===== config.mk =====
export PLATFORM = sky130hd
export DESIGN_NAME = can_tx_rx_flags
export DESIGN_NICKNAME = d
export VERILOG_FILES = /design/src/can_flags_pkg.sv /design/src/rx_queue_flags.sv /design/src/can_tx_rx_flags.sv
export SDC_FILE = /design/constraint.sdc
export NUM_CORES = 1
export LEC_CHECK = 0
export BUFFER_PORTS_ARGS = -buffer_cell sky130_fd_sc_hd__buf_2
export CORE_UTILIZATION = 45
export CTS_CLUSTER_DIAMETER = 80
export CTS_CLUSTER_SIZE = 8
export DETAILED_ROUTE_END_ITERATION = 10
export PLACE_DENSITY_LB_ADDON = 0.25
export SETUP_SLACK_MARGIN = 0.3
export SYNTH_ARGS = -nofsm -noshare
export SYNTH_HDL_FRONTEND = slang
export SYNTH_SLANG_ARGS = --single-unit

===== constraint.sdc =====
create_clock -name clock_i -period 1.9 [get_ports clock_i]
set_input_delay 0.285 -clock clock_i [delete_from_list [all_inputs] [get_ports clock_i]]
set_output_delay 0.285 -clock clock_i [all_outputs]
set_load 0.1 [all_outputs]

===== src/can_flags_pkg.sv =====
// ----------------------------------------------------------------------------
// Shared constants of the transmit status and receive queue flag block
// ----------------------------------------------------------------------------
package can_flags_pkg;

    // ------------------------------------------------------------------------
    // Register byte offsets on the APB port
    // ------------------------------------------------------------------------
    localparam logic [11:0] OFS_TX_STATUS = 12'h008;
    localparam logic [11:0] OFS_RXQ0 = 12'h00C;
    localparam logic [11:0] OFS_RXQ1 = 12'h010;
    localparam logic [11:0] OFS_MBOX0_IDENT = 12'h020;
    localparam logic [11:0] OFS_MBOX1_IDENT = 12'h024;

    // ------------------------------------------------------------------------
    // Transmit status field positions, relative to a mailbox's byte
    // ------------------------------------------------------------------------
    localparam int MBOX_STRIDE = 8;
    localparam int DONE_POS = 0;
    localparam int DONE_OK_POS = 1;
    localparam int ARB_LOST_POS = 2;
    localparam int TX_ERR_POS = 3;
    localparam int ABORT_POS = 7;
    localparam int NUM_MBOX = 2;

    // Transmit request bit inside a mailbox identifier register.
    localparam int TX_REQ_POS = 0;

    // ------------------------------------------------------------------------
    // Receive queue register field positions and geometry
    // ------------------------------------------------------------------------
    localparam int RXQ_RELEASE_POS = 5;
    localparam int RXQ_OVERRUN_POS = 4;
    localparam int RXQ_FULL_POS = 3;
    localparam int RXQ_COUNT_LSB = 0;
    localparam int RXQ_DEPTH = 3;
    localparam int NUM_RXQ = 2;

    // ------------------------------------------------------------------------
    // Values after reset
    // ------------------------------------------------------------------------
    localparam logic [31:0] RXQ_RESET = 32'h0000_0000;
    localparam logic [31:0] RDATA_RESET = 32'h0000_0000;

endpackage


===== src/rx_queue_flags.sv =====
`timescale 1ns/1ps

// ----------------------------------------------------------------------------
// Fill level and flags of one receive queue
// ----------------------------------------------------------------------------
module rx_queue_flags import can_flags_pkg::*; #(
    parameter int DEPTH = RXQ_DEPTH,
    parameter int CNT_W = $clog2(DEPTH + 1)
) (
    // Clock, reset and enable.
    input wire logic clock_i,
    input wire logic reset_i,
    input wire logic ce_i,
    // Software strobes, one cycle each.
    input wire logic set_release_i,
    input wire logic clr_overrun_i,
    input wire logic clr_full_i,
    // Frame storage side.
    input wire logic frame_in_i,
    output logic pop_o,
    output logic drop_o,
    // Register view.
    output logic [CNT_W-1:0] frame_count_o,
    output logic full_o,
    output logic overrun_o,
    output logic release_o
);

    typedef struct packed {
        logic [CNT_W-1:0] count;
        logic full;
        logic overrun;
        logic release_req;
    } rxq_state_t;

    localparam logic [CNT_W-1:0] CNT_MAX = CNT_W'(DEPTH);
    localparam logic [CNT_W-1:0] CNT_NEAR = CNT_W'(DEPTH - 1);

    rxq_state_t cur;
    rxq_state_t next_cur;
    logic room;
    logic accept;

    // ------------------------------------------------------------------------
    // Next state
    // ------------------------------------------------------------------------

    // A pending release frees a slot in the same cycle, so a frame arriving
    // then is still taken even if the queue was full.
    always_comb begin
        next_cur = cur;
        pop_o = cur.release_req && (cur.count != '0);
        room = (cur.count < CNT_MAX) || pop_o;
        accept = frame_in_i && room;
        drop_o = frame_in_i && !room;
        next_cur.count = cur.count + CNT_W'(accept) - CNT_W'(pop_o);
        // Removal takes one cycle, so the request clears right after it.
        if (cur.release_req) begin
            next_cur.release_req = 1'b0;
        end
        if (set_release_i) begin
            next_cur.release_req = 1'b1;
        end
        if (clr_full_i) begin
            next_cur.full = 1'b0;
        end
        if (accept && !pop_o && (cur.count == CNT_NEAR)) begin
            next_cur.full = 1'b1;
        end
        if (clr_overrun_i) begin
            next_cur.overrun = 1'b0;
        end
        if (drop_o) begin
            next_cur.overrun = 1'b1;
        end
    end

    // State register; the clear value is all zero.
    always_ff @(posedge clock_i) begin
        if (reset_i) begin
            cur <= '0;
        end else if (ce_i) begin
            cur <= next_cur;
        end
    end

    assign frame_count_o = cur.count;
    assign full_o = cur.full;
    assign overrun_o = cur.overrun;
    assign release_o = cur.release_req;
endmodule


===== src/can_tx_rx_flags.sv =====
// Our own choice: the APB slave port.
`timescale 1ns/1ps

module can_tx_rx_flags import can_flags_pkg::*; (
    // Clock, reset and enable.
    input wire logic clock_i,
    input wire logic reset_i,
    input wire logic ce_i,
    // APB slave.
    input wire logic psel_i,
    input wire logic penable_i,
    input wire logic pwrite_i,
    input wire logic [11:0] paddr_i,
    input wire logic [31:0] pwdata_i,
    output logic [31:0] prdata_o,
    output logic pready_o,
    output logic pslverr_o,
    // Protocol engine events, one bit per mailbox.
    input wire logic [NUM_MBOX-1:0] tx_start_i,
    input wire logic [NUM_MBOX-1:0] tx_done_ok_i,
    input wire logic [NUM_MBOX-1:0] tx_done_err_i,
    input wire logic [NUM_MBOX-1:0] tx_aborted_i,
    input wire logic [NUM_MBOX-1:0] tx_error_i,
    input wire logic [NUM_MBOX-1:0] arb_lost_i,
    input wire logic [NUM_MBOX-1:0] mbox_empty_i,
    // Requests to the protocol engine.
    output logic [NUM_MBOX-1:0] tx_request_o,
    output logic mbox0_abort_request_o,
    // Receive frame storage.
    input wire logic [NUM_RXQ-1:0] rx_frame_in_i,
    output logic [NUM_RXQ-1:0] rx_pop_o,
    output logic [NUM_RXQ-1:0] rx_drop_o
);

    // ------------------------------------------------------------------------
    // State and decode
    // ------------------------------------------------------------------------
    typedef struct packed {
        logic [NUM_MBOX-1:0] done;
        logic [NUM_MBOX-1:0] done_ok;
        logic [NUM_MBOX-1:0] arb_lost;
        logic [NUM_MBOX-1:0] tx_err;
        logic abort0;
        logic [NUM_MBOX-1:0] tx_req;
        logic rd_valid;
        logic [31:0] rdata;
    } tx_state_t;

    tx_state_t cur;
    tx_state_t next_cur;

    logic wr_access;
    logic rd_capture;
    logic wr_status;
    logic [NUM_MBOX-1:0] req_wr;
    logic [NUM_MBOX-1:0] clr_done;
    logic [NUM_RXQ-1:0] wr_rxq;
    logic [1:0] rxq_count [NUM_RXQ];
    logic [NUM_RXQ-1:0] rxq_full;
    logic [NUM_RXQ-1:0] rxq_overrun;
    logic [NUM_RXQ-1:0] rxq_release;

    // Address match against one register offset; used by read and write.
    function automatic logic hit(input logic [11:0] addr, input logic [11:0] ofs);
        return addr == ofs;
    endfunction

    // Any register that this block answers for.
    function automatic logic mapped(input logic [11:0] addr);
        return hit(addr, OFS_TX_STATUS) || hit(addr, OFS_RXQ0) || hit(addr, OFS_RXQ1)
            || hit(addr, OFS_MBOX0_IDENT) || hit(addr, OFS_MBOX1_IDENT);
    endfunction

    // Receive queue register word; reserved bits read as zero.
    function automatic logic [31:0] rxq_word(input logic [1:0] cnt, input logic full,
                                             input logic ovr, input logic rel);
        logic [31:0] w;
        w = RXQ_RESET;
        w[RXQ_COUNT_LSB +: 2] = cnt;
        w[RXQ_FULL_POS] = full;
        w[RXQ_OVERRUN_POS] = ovr;
        w[RXQ_RELEASE_POS] = rel;
        return w;
    endfunction

    // ------------------------------------------------------------------------
    // APB handshake
    // ------------------------------------------------------------------------

    // The slave adds no wait state of its own while the clock runs, but it
    // stalls the bus while the clock enable is low so that no write is lost
    // during a freeze. A read completes only once its data were captured on
    // a running clock; a freeze over the setup phase costs one extra cycle.
    assign pready_o = ce_i && (pwrite_i || cur.rd_valid);
    assign pslverr_o = psel_i && penable_i && !mapped(paddr_i);
    assign wr_access = psel_i && penable_i && pwrite_i && ce_i;
    assign rd_capture = psel_i && !pwrite_i && !cur.rd_valid;
    assign wr_status = wr_access && hit(paddr_i, OFS_TX_STATUS);
    assign wr_rxq[0] = wr_access && hit(paddr_i, OFS_RXQ0);
    assign wr_rxq[1] = wr_access && hit(paddr_i, OFS_RXQ1);

    // ------------------------------------------------------------------------
    // Next state of the mailbox flags and read data
    // ------------------------------------------------------------------------

    // Hardware events are applied after software clears, so an event in the
    // clearing cycle survives.
    always_comb begin
        next_cur = cur;
        req_wr = '0;
        clr_done = '0;
        for (int i = 0; i < NUM_MBOX; i++) begin
            clr_done[i] = wr_status && pwdata_i[i * MBOX_STRIDE + DONE_POS];
            next_cur.tx_req[i] = 1'b0;
        end
        req_wr[0] = wr_access && hit(paddr_i, OFS_MBOX0_IDENT) && pwdata_i[TX_REQ_POS];
        req_wr[1] = wr_access && hit(paddr_i, OFS_MBOX1_IDENT) && pwdata_i[TX_REQ_POS];
        for (int i = 0; i < NUM_MBOX; i++) begin
            next_cur.tx_req[i] = req_wr[i];
            // Finished flag.
            if (clr_done[i] || req_wr[i]) begin
                next_cur.done[i] = 1'b0;
            end
            if (tx_done_ok_i[i] || tx_done_err_i[i] || tx_aborted_i[i]) begin
                next_cur.done[i] = 1'b1;
            end
            // Finished without error.
            if (clr_done[i] || tx_done_err_i[i]
                || (wr_status && pwdata_i[i * MBOX_STRIDE + DONE_OK_POS])) begin
                next_cur.done_ok[i] = 1'b0;
            end
            if (tx_done_ok_i[i]) begin
                next_cur.done_ok[i] = 1'b1;
            end
            // Transmit error.
            if (clr_done[i] || tx_start_i[i]
                || (wr_status && pwdata_i[i * MBOX_STRIDE + TX_ERR_POS])) begin
                next_cur.tx_err[i] = 1'b0;
            end
            if (tx_error_i[i]) begin
                next_cur.tx_err[i] = 1'b1;
            end
            // Arbitration lost.
            if (clr_done[i] || tx_start_i[i]
                || (wr_status && pwdata_i[i * MBOX_STRIDE + ARB_LOST_POS])) begin
                next_cur.arb_lost[i] = 1'b0;
            end
            if (arb_lost_i[i]) begin
                next_cur.arb_lost[i] = 1'b1;
            end
        end
        // Abort request: an empty mailbox has nothing to stop, so the
        // hardware clear takes priority over the software set.
        if (wr_status && pwdata_i[ABORT_POS]) begin
            next_cur.abort0 = 1'b1;
        end
        if (mbox_empty_i[0]) begin
            next_cur.abort0 = 1'b0;
        end
        // The capture flag lives for one read, from capture to completion.
        if (psel_i && penable_i && pready_o) begin
            next_cur.rd_valid = 1'b0;
        end
        if (rd_capture) begin
            next_cur.rd_valid = 1'b1;
        end
        // Read data is captured once per read and stands until the next one.
        if (rd_capture) begin
            next_cur.rdata = RDATA_RESET;
            if (hit(paddr_i, OFS_TX_STATUS)) begin
                for (int i = 0; i < NUM_MBOX; i++) begin
                    next_cur.rdata[i * MBOX_STRIDE + DONE_POS] = cur.done[i];
                    next_cur.rdata[i * MBOX_STRIDE + DONE_OK_POS] = cur.done_ok[i];
                    next_cur.rdata[i * MBOX_STRIDE + ARB_LOST_POS] = cur.arb_lost[i];
                    next_cur.rdata[i * MBOX_STRIDE + TX_ERR_POS] = cur.tx_err[i];
                end
                next_cur.rdata[ABORT_POS] = cur.abort0;
            end
            if (hit(paddr_i, OFS_RXQ0)) begin
                next_cur.rdata = rxq_word(rxq_count[0], rxq_full[0], rxq_overrun[0],
                                          rxq_release[0]);
            end
            if (hit(paddr_i, OFS_RXQ1)) begin
                next_cur.rdata = rxq_word(rxq_count[1], rxq_full[1], rxq_overrun[1],
                                          rxq_release[1]);
            end
            // The request bit reads back as the mailbox being occupied.
            if (hit(paddr_i, OFS_MBOX0_IDENT)) begin
                next_cur.rdata[TX_REQ_POS] = !mbox_empty_i[0];
            end
            if (hit(paddr_i, OFS_MBOX1_IDENT)) begin
                next_cur.rdata[TX_REQ_POS] = !mbox_empty_i[1];
            end
        end
    end

    // State register.
    always_ff @(posedge clock_i) begin
        if (reset_i) begin
            cur <= '0;
        end else if (ce_i) begin
            cur <= next_cur;
        end
    end

    assign prdata_o = cur.rdata;
    assign tx_request_o = cur.tx_req;
    assign mbox0_abort_request_o = cur.abort0;

    // ------------------------------------------------------------------------
    // Receive queues
    // ------------------------------------------------------------------------

    // Software writes are one-cycle strobes; reserved bits are ignored.
    generate
        for (genvar q = 0; q < NUM_RXQ; q++) begin : g_rxq
            rx_queue_flags #(
                .DEPTH(RXQ_DEPTH),
                .CNT_W(2)
            ) u_rxq (
                .clock_i(clock_i),
                .reset_i(reset_i),
                .ce_i(ce_i),
                .set_release_i(wr_rxq[q] && pwdata_i[RXQ_RELEASE_POS]),
                .clr_overrun_i(wr_rxq[q] && pwdata_i[RXQ_OVERRUN_POS]),
                .clr_full_i(wr_rxq[q] && pwdata_i[RXQ_FULL_POS]),
                .frame_in_i(rx_frame_in_i[q]),
                .pop_o(rx_pop_o[q]),
                .drop_o(rx_drop_o[q]),
                .frame_count_o(rxq_count[q]),
                .full_o(rxq_full[q]),
                .overrun_o(rxq_overrun[q]),
                .release_o(rxq_release[q])
            );
        end
    endgenerate
endmodule


==> flow_summary_export.csv <==
group,metric,value,unit
outcome,status,"completed",
yosys,syn_inst,241,
timing,finalSetupTns,0,ps
final_layout,final_cell_mix,"buf_2, dfxtp_1, buf_4",
timing,hold_violations,0,
global_route,grt_max_degree,21,
routing,ant_nets,0,
cts,cts.sinks,33,
floorplan,fp.dieArea,0.00473,mm^2
timing,fin_crit_sh,0.857,
yosys,yosysUniqueCellTypes,44,
min_path,hold_class,"input port to register",
power_and_ir_drop,power_leakage,1.19,nW
place,post-place-ws,46.0,ps
routing,vias,1904,
critical_path,crit_path_max_fanout,8,
global_route,grt_usage,0.229,
final_layout,drive_gt1_frac,0.390,
cts,clk_pin_slew,60,ps
power_and_ir_drop,power.density,668,mW/mm^2
floorplan,core,0.00414,mm^2
floorplan,fp.dieH,68.8,um
global_route,antenna_found_initial,0,
yosys,yosys-top-cells-area,"dfxtp_1, buf_4, nor2_1, a21oi_1, o21ai_0",
timing,rsz0062_at_grt,"yes",
place,gp_congestion,0.823,
timing,setup_violations,0,
power_and_ir_drop,vdd_drop_max,0.349,mV
cts,holdBufCountCts,0,
critical_path,startpoint_type,"input port",
critical_path,cp-end-kind,"register",
cts,cts_htree_levels,2,
yosys,synth_top_cell_area_share,0.329,
critical_path,cpMostUsedCell,"buf_6",
yosys,ys_warn_count,0,
critical_path,cp_slowest_cell,"or4_4",
routing,vias_per_cell,5.25,
critical_path,path_buf_inv,3,
place,post-dp-hpwl,3860,um
min_path,hold_path_end,"cur[38]$_SDFFE_PP0P_",
floorplan,initial_core_util,0.485,
timing,period_minus_slack,1630,ps
timing,fmax,0.614,GHz
final_layout,syn_to_final_growth,28.0,%
run,maxCapViolCount,0,
routing,avgRoutedWirePerCell,14.1,um
critical_path,crit_arrival,1810,ps
critical_path,cp.required,2080,ps
routing,drt_wl_total,5140,um
yosys,yosys.area.top_type,"dfxtp_1",
min_path,holdPathStages,3,
cts,cts_tree,"built",
timing,worstMarginPinSlew,510,ps
min_path,hp-start,"arb_lost_i[0]",
final_layout,n_antenna_cell,0,
floorplan,die_x,68.8,um
place,port_buffers,64,
critical_path,crit_family,"simple AND/OR/NAND/NOR gates",
timing,slew_viol_final,0,
critical_path,max_stage_delay,560,ps
critical_path,worstReg2RegStart,"g_rxq[0].u_rxq.frame_count_o[0]$_SDFFE_PP0P_",
critical_path,crit_chain,"buf_6 -> or4_4 -> buf_6 -> nor4_4 -> buf_6 -> o21ai_1 -> a22o_1",
cts,cts_root_buf,"clkbuf_8",
final_layout,final_common_cell,"buf_2",
final_layout,final_core_util,0.620,
cts,cts.path.max_buffers,2,
floorplan,rows,23,
cts,clk_latency,280,ps
global_route,grt_pass1_vias,1668,
yosys,synth.avg_cell_area,8.33,um^2
yosys,synth_area,0.00201,mm^2
global_route,grt_pass1_wl,7830,um
cts,cts_buffers,5,
critical_path,reg2reg_depth,8,
yosys,yosysSeqAreaShare,0.329,
timing,relSlewSlack,0.659,
critical_path,rrSetupSlack,330,ps
power_and_ir_drop,p_total,1.72,mW
routing,drc,0,
yosys,ys_ff_latch,33,
timing,finalWorstSetupSlack,272,ps
critical_path,worstSetupPathType,"input port to register",
final_layout,nets,382,
routing,drt_iter0_markers,117,
critical_path,r2r_end,"g_rxq[0].u_rxq.frame_count_o[1]$_SDFFE_PP0P_",
routing,dr.pass1.iters,4,
timing,clock_skew,4.95,ps
floorplan,io_pins,107,
global_route,grt_overflow,0,
==> stage by stage <==
| step | std cells | area (um^2) | hold WS [ps] |
|---|---|---|---|
| after CTS | 360 | 2480 | 208 |
| after global routing | 363 | 2570 | 223 |
| after detailed placement | 346 | 2310 | 454 |
| final | 363 | 2570 | 210 |
| after global placement | 346 | 2310 | 450 |
| after floorplan | 261 | 2110 | 383 |
==> final cells by class <==
cell class | instances | area [um^2]
Fill cell | 373 | 1570
Timing Repair Buffer | 90 | 581
Clock buffer | 8 | 80.1
Inverter | 6 | 22.5
Tap cell | 50 | 62.6
Sequential cell | 33 | 673
Multi-Input combinational cell | 176 | 1150
==> registers in the layout, summed over array words and instances (netlist names) <==
signal                     flops
g_rxq.u_rxq.release_o          2
tx_request_o                   2
g_rxq.u_rxq.overrun_o          2
prdata_o                      11
mbox0_abort_request_o          1
cur                            9
g_rxq.u_rxq.frame_count_o      4
g_rxq.u_rxq.full_o             2
==> kinds of logic (layout without fill, tap and decap cells) <==
logic type | after synthesis | count (layout) | share of synthesized area
AOI/OAI and AO/OA | 58 | 58 | 0.185
DFF | 33 | 33 | 0.329
other | 1 | 21 | 0.00187
muxes | 6 | 6 | 0.0318
buffers and inverters | 52 | 104 | 0.173
xor gates and xnor gates | 5 | 5 | 0.0218
and+or+nand+nor | 82 | 82 | 0.233
adders and majority gates | 4 | 4 | 0.0249
==> synth_stat cells <==
library cell   n
xnor2_1        5
buf_2          1
o22ai_1        1
o31ai_1        1
and2_1         1
nor2_1        22
inv_1          6
nor4_1         3
nor4_4         2
a221oi_1       3
and3_1         7
a22oi_1        6
buf_4         38
nand4bb_1      1
mux2_2         3
and4_1         2
o31a_1         1
buf_6          1
or4b_4         1
nor3b_1        2
a21boi_0       2
nand3b_1       1
conb_1         1
nor4b_1        1
nand4_1        8
nand3_1        5
a41o_1         1
o21ai_1        2
dfxtp_1       33
or4_4          2
a21oi_1       15
ha_1           4
a211oi_2       1
nand2_1       19
a22o_1         2
a31oi_1        1
buf_1          1
o21ai_0       15
a32oi_1        3
nor2b_1        4
clkbuf_1       5
mux2i_1        3
nand2b_1       1
o21a_1         4
==> power breakdown <==
part	switching [mW]	internal, mW	total, mW
logic	0.356	0.127	0.484
clock network	0.242	0.260	0.502
registers	0.0161	0.716	0.732
==> worst max path at each step <==
| stage | from | to | slack, ps | depth (start not counted) |
|---|---|---|---|---|
| after CTS | g_rxq[1].u_rxq.frame_count_o[1]$_SDFFE_PP0P_ | rx_drop_o[1] | 260 | 3 |
| final | paddr_i[0] | cur[40]$_SDFFE_PP0P_ | 270 | 7 |
| after floorplan | paddr_i[2] | pslverr_o | 160 | 5 |
| after global routing | g_rxq[0].u_rxq.frame_count_o[0]$_SDFFE_PP0P_ | g_rxq[0].u_rxq.frame_count_o[1]$_SDFFE_PP0P_ | 240 | 8 |
| after detailed placement | paddr_i[7] | pslverr_o | 50 | 5 |
| after global placement | paddr_i[7] | pslverr_o | 50 | 5 |
==> metal layers <==
layer,vias up,GRT usage,share of wire
li1,947,-,-
met1,878,0.318,0.46
met2,72,0.349,0.46
met3,7,0.0411,0.060
met4,0,0.0893,0.014
met5,-,0,0
==> what timing repair did <==
action | 4_1_cts | 5_1_grt
buffers inserted | 6 | 3
cloned | 0 | 0
endpoints found under the setup margin | 7 | 17
pin swaps | 6 | 6
resized for setup | 16 | 17
==> worst reg2reg max path: cells and delay by family (launching register included) <==
| kind | cells | cell delay [ps] |
|---|---|---|
| and+or+nand+nor | 2 | 160 |
| AOI/OAI and AO/OA | 1 | 190 |
| DFF | 1 | 350 |
| xor gates and xnor gates | 2 | 260 |
| adders and majority gates | 2 | 470 |
| buffers and inverters | 1 | 40 |
No activity file was read; power rests on OpenSTA's default activity.
